$ cat src/rtl/pid_pkg.sv
package pid_pkg;

    // ==========================================================
    // Function codes
    // ==========================================================
    localparam logic [4:0] PID_FN_OFF = 5'h00;
    localparam logic [4:0] PID_FN_FAULT_CLR = 5'h01;
    localparam logic [4:0] PID_FN_TASK_START = 5'h02;
    localparam logic [4:0] PID_FN_RESET = PID_FN_OFF;

    // ==========================================================
    // Mode and command source values
    // ==========================================================
    localparam logic [3:0] PID_OPMODE_POSITION = 4'h2;
    localparam logic [3:0] PID_CMDSRC_SERVICE = 4'h0;

    // ==========================================================
    // Field widths and timing
    // ==========================================================
    localparam int PID_FN_W = 5;
    localparam int PID_ARG_W = 8;
    localparam int PID_MODE_W = 4;
    localparam int PID_CLK_MHZ = 50;
    localparam int PID_DEBOUNCE_US = 1;
    localparam int PID_DEBOUNCE_CYC = PID_DEBOUNCE_US * PID_CLK_MHZ;

    // ==========================================================
    // Launch controller states
    // ==========================================================
    typedef enum logic [1:0] {
        PID_ST_IDLE = 2'b01,
        PID_ST_BUSY = 2'b10
    } pid_state_e;

endpackage : pid_pkg

$ cat src/rtl/pid_debounce.sv
`timescale 1ns/1ps
// ==========================================================
// Per-input debounce filter
// ==========================================================
module pid_debounce
    import pid_pkg::*;
#(
    parameter int CYCLES = PID_DEBOUNCE_CYC
) (
    input wire logic mclk,
    input wire logic sys_rst,
    input wire logic raw_in,
    output logic level_out
);
    localparam int CW = $clog2(CYCLES + 1);
    localparam logic [CW-1:0] CMAX = CW'(CYCLES);

    logic sync_a_q;
    logic sync_b_q;
    logic [CW-1:0] cnt_q;
    logic level_q;
    logic differs;
    logic settled;

    // Mismatch against the accepted level and end of hold time
    assign differs = sync_b_q != level_q;
    assign settled = cnt_q == CMAX;
    assign level_out = level_q;

    // Two-stage sampler, first stage read only by the second
    always_ff @(posedge mclk) begin
        if (sys_rst) begin
            sync_a_q <= 1'b0;
            sync_b_q <= 1'b0;
        end else begin
            sync_a_q <= raw_in;
            sync_b_q <= sync_a_q;
        end
    end

    // New level accepted only after it held the whole window
    always_ff @(posedge mclk) begin
        if (sys_rst) begin
            cnt_q <= '0;
            level_q <= 1'b0;
        end else if (!differs) begin
            cnt_q <= '0;
        end else if (settled) begin
            cnt_q <= '0;
            level_q <= sync_b_q;
        end else begin
            cnt_q <= cnt_q + CW'(1);
        end
    end

endmodule : pid_debounce

$ cat src/rtl/pid_dispatcher.sv
`timescale 1ns/1ps
// Notes on behaviour
// Function code 0 makes an input do nothing and is every selector's reset value.
// Code 1 requests one fault clear when the input becomes active, never again while held.
// A fault clear leaves set any fault whose cause is still present.
// Code 2 starts the motion task numbered by that input's extra argument.
// Launch acts only in position mode (2) with service command source (0).
// A launched task runs to completion and its input is ignored until then.
// All launch inputs are ignored while a launched task runs.
// No launch happens while any motion task is active for any reason.
// A launch starts on the rising transition of the input.
// Each programmable input is debounced so bounce cannot retrigger.
// The enable input stands apart from the programmable function selection.
// Unknown codes act like code 0; edges compare the filtered level to its last value.
module pid_dispatcher
    import pid_pkg::*;
#(
    parameter int N_IN = 7,
    parameter int N_FAULT = 16,
    parameter int DEB_CYC = PID_DEBOUNCE_CYC
) (
    input wire logic mclk,
    input wire logic sys_rst,
    input wire logic [N_IN-1:0] din_raw,
    input wire logic enable_raw,
    input wire logic [N_IN*PID_FN_W-1:0] input_function_select,
    input wire logic [N_IN*PID_ARG_W-1:0] input_extra_argument,
    input wire logic [PID_MODE_W-1:0] op_mode,
    input wire logic [PID_MODE_W-1:0] cmd_source,
    input wire logic [N_FAULT-1:0] fault_raise,
    input wire logic [N_FAULT-1:0] fault_cause,
    input wire logic task_active,
    input wire logic task_done,
    output logic drive_enable,
    output logic [N_IN-1:0] din_level,
    output logic fault_clear_pulse,
    output logic [N_FAULT-1:0] fault_flags,
    output logic task_start,
    output logic [PID_ARG_W-1:0] task_number,
    output logic launch_busy
);

    // ==========================================================
    // Helpers
    // ==========================================================
    function automatic logic [PID_FN_W-1:0] fn_of(
        input logic [N_IN*PID_FN_W-1:0] v, input int i);
        fn_of = v[i*PID_FN_W +: PID_FN_W];
    endfunction : fn_of

    // Extra argument field of input i
    function automatic logic [PID_ARG_W-1:0] arg_of(
        input logic [N_IN*PID_ARG_W-1:0] v, input int i);
        arg_of = v[i*PID_ARG_W +: PID_ARG_W];
    endfunction : arg_of

    // ==========================================================
    // Input filtering
    // ==========================================================
    logic [N_IN-1:0] level;
    logic [N_IN-1:0] level_prev_q;
    logic enable_level;

    // One filter per programmable input and one for enable
    for (genvar g = 0; g < N_IN; g++) begin : g_deb
        pid_debounce #(.CYCLES(DEB_CYC)) u_deb (
            .mclk(mclk),
            .sys_rst(sys_rst),
            .raw_in(din_raw[g]),
            .level_out(level[g])
        );
    end

    // Enable input is filtered but never dispatched
    pid_debounce #(.CYCLES(DEB_CYC)) u_deb_en (
        .mclk(mclk),
        .sys_rst(sys_rst),
        .raw_in(enable_raw),
        .level_out(enable_level)
    );

    // Previous filtered level for edge detection
    always_ff @(posedge mclk) begin
        if (sys_rst) begin
            level_prev_q <= '0;
        end else begin
            level_prev_q <= level;
        end
    end

    // ==========================================================
    // Function decode
    // ==========================================================
    // Decode, permission and selection nets
    pid_state_e state_q;
    pid_state_e state_d;
    logic [N_IN-1:0] rise;
    logic [N_IN-1:0] is_clr;
    logic [N_IN-1:0] is_launch;
    logic [N_IN-1:0] launch_req;
    logic any_clr;
    logic mode_pos;
    logic src_service;
    logic mode_ok;
    logic idle;
    logic launch_blocked;
    logic launch_ok;
    logic launch_fire;
    logic [PID_ARG_W-1:0] arg_chain [N_IN+1];
    logic [PID_ARG_W-1:0] sel_arg;

    // New filtered high level on each input
    assign rise = level & ~level_prev_q;

    // Per-input decode; codes other than 1 and 2 do nothing
    for (genvar g = 0; g < N_IN; g++) begin : g_dec
        assign is_clr[g] = fn_of(input_function_select, g)
            == PID_FN_FAULT_CLR;
        assign is_launch[g] = fn_of(input_function_select, g)
            == PID_FN_TASK_START;
    end

    // Several clear rises merge into one request
    assign any_clr = |(rise & is_clr);
    assign launch_req = rise & is_launch;

    // ==========================================================
    // Launch permission
    // ==========================================================
    // Launch needs position mode with service command source
    assign mode_pos = op_mode == PID_OPMODE_POSITION;
    assign src_service = cmd_source == PID_CMDSRC_SERVICE;
    assign mode_ok = mode_pos && src_service;

    // Any running task, launched here or not, blocks a launch
    assign idle = state_q == PID_ST_IDLE;
    assign launch_blocked = task_active || !idle;
    assign launch_ok = mode_ok && !launch_blocked;
    assign launch_fire = launch_ok && (|launch_req);

    // Lowest-numbered requesting input wins the argument
    assign arg_chain[N_IN] = '0;
    for (genvar g = 0; g < N_IN; g++) begin : g_sel
        assign arg_chain[g] = launch_req[g]
            ? arg_of(input_extra_argument, g) : arg_chain[g+1];
    end
    assign sel_arg = arg_chain[0];

    // ==========================================================
    // Launch state machine
    // ==========================================================
    // Busy holds off every launch input until completion
    always_comb begin
        case (state_q)
            PID_ST_IDLE: state_d = launch_fire ? PID_ST_BUSY : PID_ST_IDLE;
            PID_ST_BUSY: state_d = task_done ? PID_ST_IDLE : PID_ST_BUSY;
            default: state_d = PID_ST_IDLE;
        endcase
    end

    // State register
    always_ff @(posedge mclk) begin
        if (sys_rst) begin
            state_q <= PID_ST_IDLE;
        end else begin
            state_q <= state_d;
        end
    end

    // Registered launch results
    logic task_start_q;
    logic [PID_ARG_W-1:0] task_number_q;

    // Start strobe and task number registered
    always_ff @(posedge mclk) begin
        if (sys_rst) begin
            task_start_q <= 1'b0;
            task_number_q <= '0;
        end else begin
            task_start_q <= launch_fire;
            if (launch_fire) begin
                task_number_q <= sel_arg;
            end
        end
    end

    // ==========================================================
    // Fault flags
    // ==========================================================
    logic fault_clear_q;
    logic [N_FAULT-1:0] fault_flags_q;
    logic [N_FAULT-1:0] fault_kept;
    logic [N_FAULT-1:0] fault_flags_d;

    // Clear drops only causeless faults; a raise in that cycle wins
    assign fault_kept = any_clr ? (fault_flags_q & fault_cause)
        : fault_flags_q;
    assign fault_flags_d = fault_raise | fault_kept;

    // Sticky flags and the one-cycle clear request
    always_ff @(posedge mclk) begin
        if (sys_rst) begin
            fault_flags_q <= '0;
            fault_clear_q <= 1'b0;
        end else begin
            fault_clear_q <= any_clr;
            fault_flags_q <= fault_flags_d;
        end
    end

    // ==========================================================
    // Outputs
    // ==========================================================
    // Filtered levels straight from the filter flip-flops
    assign drive_enable = enable_level;
    assign din_level = level;

    // Registered results to the pins
    assign fault_clear_pulse = fault_clear_q;
    assign fault_flags = fault_flags_q;
    assign task_start = task_start_q;
    assign task_number = task_number_q;

    // Busy mirrors the state register
    assign launch_busy = state_q == PID_ST_BUSY;

endmodule : pid_dispatcher

$ cat config.mk
export PLATFORM = sky130hd
export DESIGN_NAME = pid_dispatcher
export DESIGN_NICKNAME = d
export VERILOG_FILES = /design/src/rtl/pid_pkg.sv /design/src/rtl/pid_debounce.sv /design/src/rtl/pid_dispatcher.sv
export SDC_FILE = /design/constraint.sdc
export NUM_CORES = 1
export LEC_CHECK = 0
export BUFFER_PORTS_ARGS = -buffer_cell sky130_fd_sc_hd__buf_4
export CAP_MARGIN = 20
export CORE_ASPECT_RATIO = 1.5
export CORE_MARGIN = 4
export CORE_UTILIZATION = 28
export CTS_BUF_LIST = sky130_fd_sc_hd__clkbuf_8
export DETAILED_ROUTE_END_ITERATION = 7
export PLACE_DENSITY = 0.58
export REMOVE_ABC_BUFFERS = 1
export SLEW_MARGIN = 20
export SYNTH_ARGS = -nofsm -noshare
export SYNTH_HDL_FRONTEND = slang
export SYNTH_SLANG_ARGS = --single-unit
$ cat constraint.sdc
create_clock -name mclk -period 2.3 [get_ports mclk]
set_input_delay 0 -clock mclk [delete_from_list [all_inputs] [get_ports mclk]]
set_output_delay 0 -clock mclk [all_outputs]
set_load 0.05 [all_outputs]
# Yosys cells after proc, flatten, opt, wreduce, memory -nomap -nowiden

Cells that the tools add are included.

Bits of input ports: 143
Word-level logic and storage cells: 129
Bits in registers: 107
Output and inout port bits: 35

Bitwise logic cells: 14
Add/sub/neg operators: 8
Equality and inequality tests: 33
Reduce and logical (&&, ||, !) cells: 25
Muxes and demuxes: 11

Operator list:

| kind                                           | number |
|---|---|
| two-way mux 8 bit                              | 7 |
| adder 6 x 1 -> 6 bit (second input constant)   | 8 |
| == test 6 bit (second input constant)          | 8 |
| == test 5 x 1 -> 1 bit (second input constant) | 7 |
| == test 5 x 2 -> 1 bit (second input constant) | 7 |
| OR reduction 3 bit                             | 8 |
| bitwise AND 7 bit                              | 3 |
| bitwise AND 16 bit                             | 1 |
| two-way mux 16 bit                             | 1 |
| OR 16 bit                                      | 1 |
| AND reduction 2 bit                            | 8 |
| OR reduction 7 bit                             | 2 |
| inequality test 1 bit                          | 8 |
| NOT 1 bit                                      | 8 |
| NOT 7 bit                                      | 1 |
| == test 4 x 2 -> 1 bit (second input constant) | 1 |
| logical NOT 4 bit                              | 1 |
| two-way mux 2 bit                              | 2 |
| case mux 2 bit (2 select lines)                | 1 |
| logical AND 1 bit                              | 3 |
| == test 2 x 1 -> 1 bit (second input constant) | 1 |
| == test 2 bit (second input constant)          | 1 |
| logical NOT 1 bit                              | 2 |
| logical OR 1 bit                               | 1 |

# Longest topological paths before layout

Word-level depth: 10
Mapped depth: 7
Depth with buffers taken out: 6

# Cells and area by module

Synthesis repeated with hierarchy kept, for this count alone.

Cell total of the unflattened synthesis: 522
Area, all modules: 4834.6 um^2

Modules (own cells, without submodules):

| module         | seq. area each (um^2) | times used | area an instance (um^2) | cells an instance |
|---|---|---|---|---|
| pid_debounce   | 180.2                 | 8          | 352.8                   | 35 |
| pid_dispatcher | 700.7                 | 1          | 2011.9                  | 242 |

# Worst setup path after synthesis

OpenSTA, ideal clock, no wires.

Kind: register to register
From: register g_deb[2].u_deb.level_q
To: register fault_flags_q[10] (netlist: fault_flags[10])
Data arrival time: 1.775 ns
Library setup time: 0.132 ns
Cell stages (with the launch flop): 8
Setup slack: 0.393 ns
Period minus slack after synthesis: 1.907 ns
Path buffers: 1
Required time: 2.168 ns
Cells stage by stage: dfxtp_1 -> or3b_4 -> or4b_1 -> nand3_1 -> nor2_1 -> buf_2 -> o21ai_1 -> a21oi_1

Cells in the longest elaborated chain, start to end: 5

RTL lines:

| what                   | RTL line              | source |
|---|---|---|
| start, declared        | pid_debounce.sv:21    | `logic level_q;` |
| start signal, assigned | pid_debounce.sv:50    | `level_q <= sync_b_q;` |
| bitwise AND 7 bit      | pid_dispatcher.sv:113 | `assign rise = level & ~level_prev_q;` |
| bitwise AND 7 bit      | pid_dispatcher.sv:124 | `assign any_clr = \|(rise & is_clr);` |
| OR reduction 7 bit     | pid_dispatcher.sv:124 |  |
| two-way mux 16 bit     | pid_dispatcher.sv:196 | `assign fault_kept = any_clr ? (fault_flags_q & fault_cause)` |
| OR 16 bit              | pid_dispatcher.sv:198 | `assign fault_flags_d = fault_raise \| fault_kept;` |
| end signal, assigned   | pid_dispatcher.sv:207 | `fault_flags_q <= fault_flags_d;` |
| end, declared          | pid_dispatcher.sv:191 | `logic [N_FAULT-1:0] fault_flags_q;` |

Every way passes these cells.
A chain may end at the register's enable or synchronous reset.

# Final worst setup path

From: register g_deb[2].u_deb.level_q
To: register fault_flags_q[3] (netlist: fault_flags[3])

Same word-level chain as after synthesis.

==> run summary <==
number of synthesized flops with an enable pin -> 0
Initial Utilization -> 0.287
area growth from synthesis to layout -> 49.2%
Worst slew margin -> 0.593
critical-path maximum fanout -> 11
CORE AREA -> 16,900 um2
Max Clock Skew -> 0.0160 ns
drt first-iter violations -> 151
Total Wirelength -> 15,100 um
Max H-tree Level -> 3
most frequent cells in the layout -> buf_4 (199), dfxtp_1 (107), nor2_1 (85), dlygate4sd3_1 (50), inv_1 (27)
Post-Syn Instances -> 535
launching element type of the critical path -> flop
Die W -> 115 um
pin count of the biggest net entering global routing -> 52
CP peak stage delay -> 0.50 ns
post-DP HPWL -> 11,500 um
met1 Use GR -> 0.187
Wirelength per Cell -> 15.4 um
total clock buffers created by CTS -> 9
diode count -> 0
RSZ-0062 raised after global routing -> no
clock edge transition at the registers on the reported setup and hold paths -> 0.11 ns
Final nets -> 931
post-synthesis register bit count -> 107
critical-path cell list -> or3b_4 > or4b_1 > nand3_1 > nor2_1 > buf_4 > o21ai_0 > a21oi_1
Final GP Congestion -> 0.807
sequential-to-total area share from yosys stat -> 0.442
top cells by area, synth -> dfxtp_1 (44%), nor2_1 (6.6%), ha_1 (4.6%), xnor2_1 (4.2%), nor2b_1 (3.2%)
met3 usage -> 0.0454
FF-to-FF Start -> g_deb[2].u_deb.level_out
Syn. warnings -> 0
area leader, netlist -> dfxtp_1
drt pass-1 iters -> 4
Die Y -> 169 um
final worst setup slack -> 0.167 ns
element type at the critical path end -> flop
clock root buffer -> clkbuf_8
Slew Viols, Final -> 0
initial antenna violation count -> 0
Top Family by Delay on Critical Path -> simple AND/OR/NAND/NOR gates
io pins -> 178
pre-CTS setup slack -> 0.191 ns
critical path endpoint -> fault_flags[3]
max-cap violations -> 0
All-Layer GR Usage -> 0.155
HP Class -> input port to flop
Synth top area share -> 0.442
r2r endpoint -> fault_flags[3]
clk_lat worst skew -> 0.38 ns
Critical Path Slowest Stage Cell -> or4b_1
reg-to-reg slack, setup -> 0.17 ns
commonest non-fill, non-tap cell in the layout -> buf_4
antenna violation net count after detailed routing -> 0
Peak supply drop -> 0.457 mV
CP Class -> flop to flop
status -> completed
WP depth -> 7
setup TNS -> 0 ns
Buffers & Inverters on Critical Path -> 1
predominant post-synthesis flop cell -> dfxtp_1
arrival time worst endpoint -> 2.42 ns
CP Launch Point -> g_deb[2].u_deb.level_out
Mean Syn Cell Area -> 9.06 um2
IO Port Bufs -> 177
distinct cell type count after synthesis -> 59
Crit path required time -> 2.58 ns
DRC -> 0
FMAX -> 0.469 GHz
via count -> 4,592
Cell Rows -> 58
DR vias/cell -> 4.66
die area -> 19,500 um2
GRT met2 Usage -> 0.263
GRT Max-Usage Layer -> met2
Congestion Overflow GR -> 0
endpoints failing hold -> 0
vias in the first global route -> 4,716
Final setup viols -> 0
P_leak -> 3.09 nW
Period minus WS final -> 2.13 ns
total clock sinks -> 107
async set or reset register ratio after synthesis -> 0
pwr dens -> 522 nW/um2
CTS tree -> done
share of cells above drive strength 1 -> 0.294
CTS Buffer Depth -> 2
final critical-path share of the clock period -> 0.927
first-pass GRT wire length -> 23,700 um
worst slew pin tran -> 0.608 ns
R2R depth -> 7
synthesized area -> 4850 um2
==> metrics by stage <==
step	cell area [um2]	hold WS [ns]	utilization	std cells	total power [mW]
after CTS	7220	0.00456	0.427	985	3.83
after detailed placement	6480	0.216	0.383	919	2.36
after global routing	7230	0.0540	0.428	985	3.94
after floorplan	4720	0.0646	-	510	2.08
final	7230	0.0328	0.428	985	3.77
after global placement	6470	0.210	0.383	918	2.36
==> synth_stat cells (all sizes together) (2+ instances only) <==
cell type,count
nor4b,9
o2111ai,6
a21oi,25
and4b,2
a221o,4
or3,7
buf,12
nand2,14
nor4,3
nor2b,25
nand4,4
a211oi,4
mux2i,8
nor2,86
and3,9
o21ai,22
ha,18
o22a,6
a31oi,5
xnor2,23
and2,2
a221oi,2
o41ai,2
dfxtp,107
or3b,2
nor3,5
nor3b,6
o21bai,7
or4b,2
clkbuf,13
a22oi,2
o31a,2
inv,27
nand3b,2
nand4b,9
nand3,26
xor2,17
==> per-layer routing <==
layer	up-vias	routed length [um]
met3	17	1100
met4	0	274
li1	2330	-
met1	2106	6190
met5	-	0
met2	139	7570
==> how the worst min path moves through the flow <==
stage / from / to / cells past startpoint
2_1_floorplan: sys_rst / task_number[1] / 1
3_3_place_gp: din_raw[6] / g_deb[6].u_deb.sync_a_q / 2
3_5_place_dp: din_raw[2] / g_deb[2].u_deb.sync_a_q / 2
4_1_cts: input_extra_argument[11] / task_number[3] / 3
5_1_grt: input_extra_argument[6] / task_number[6] / 4
6_report: input_extra_argument[11] / task_number[3] / 3
==> state kept, by name, summed over array words and instances (netlist names), 2 cells and up <==
signal                 count
fault_flags               16
g_deb.u_deb.cnt_q         42
g_deb.u_deb.level_out      7
g_deb.u_deb.sync_a_q       7
g_deb.u_deb.sync_b_q       7
level_prev_q               7
state_q                    2
task_number                8
u_deb_en.cnt_q             6
==> what timing repair did <==
action	in CTS	in global routing
setup endpoints to repair	0	8
gates resized for setup	0	2
hold buffers	50	0
hold endpoints to repair	32	0
buffers inserted	0	0
==> where the power goes <==
| part | total (mW) | switching, mW | internal (mW) | leakage (nW) |
|---|---|---|---|---|
| logic | 0.481 | 0.206 | 0.275 | 2.10 |
| registers | 1.91 | 0.0191 | 1.89 | 0.871 |
| clock network | 1.38 | 0.717 | 0.666 | 0.122 |
| total | 3.77 | 0.942 | 2.83 | 3.09 |
==> tightest hold or removal path, delay by kind of cell <==
kind | cells | cell delay, ns
compound gates | 2 | 0.29
buf+inv | 1 | 0.10
==> final cells by class <==
| class | count | area (um2) |
|---|---|---|
| clock buffers | 10 | 138 |
| clock inverters | 6 | 105 |
| fillers | 1671 | 9680 |
| inverters | 27 | 101 |
| multi-input cells | 376 | 2490 |
| flip-flops and latches | 107 | 2140 |
| well taps | 210 | 263 |
| repair buffers | 249 | 1990 |
==> kinds of logic (layout without fill, tap and decap cells) <==
family          Yosys count  in the layout  synth area share
simple gates            217            217             0.243
flops                   107            107             0.442
compound gates           93             93             0.133
buf+inv                  52            292            0.0467
xor+xnor                 40             40            0.0723
fa+ha+maj                18             18            0.0465
mux                       8              8            0.0165
No activity file was read; power rests on OpenSTA's default activity.
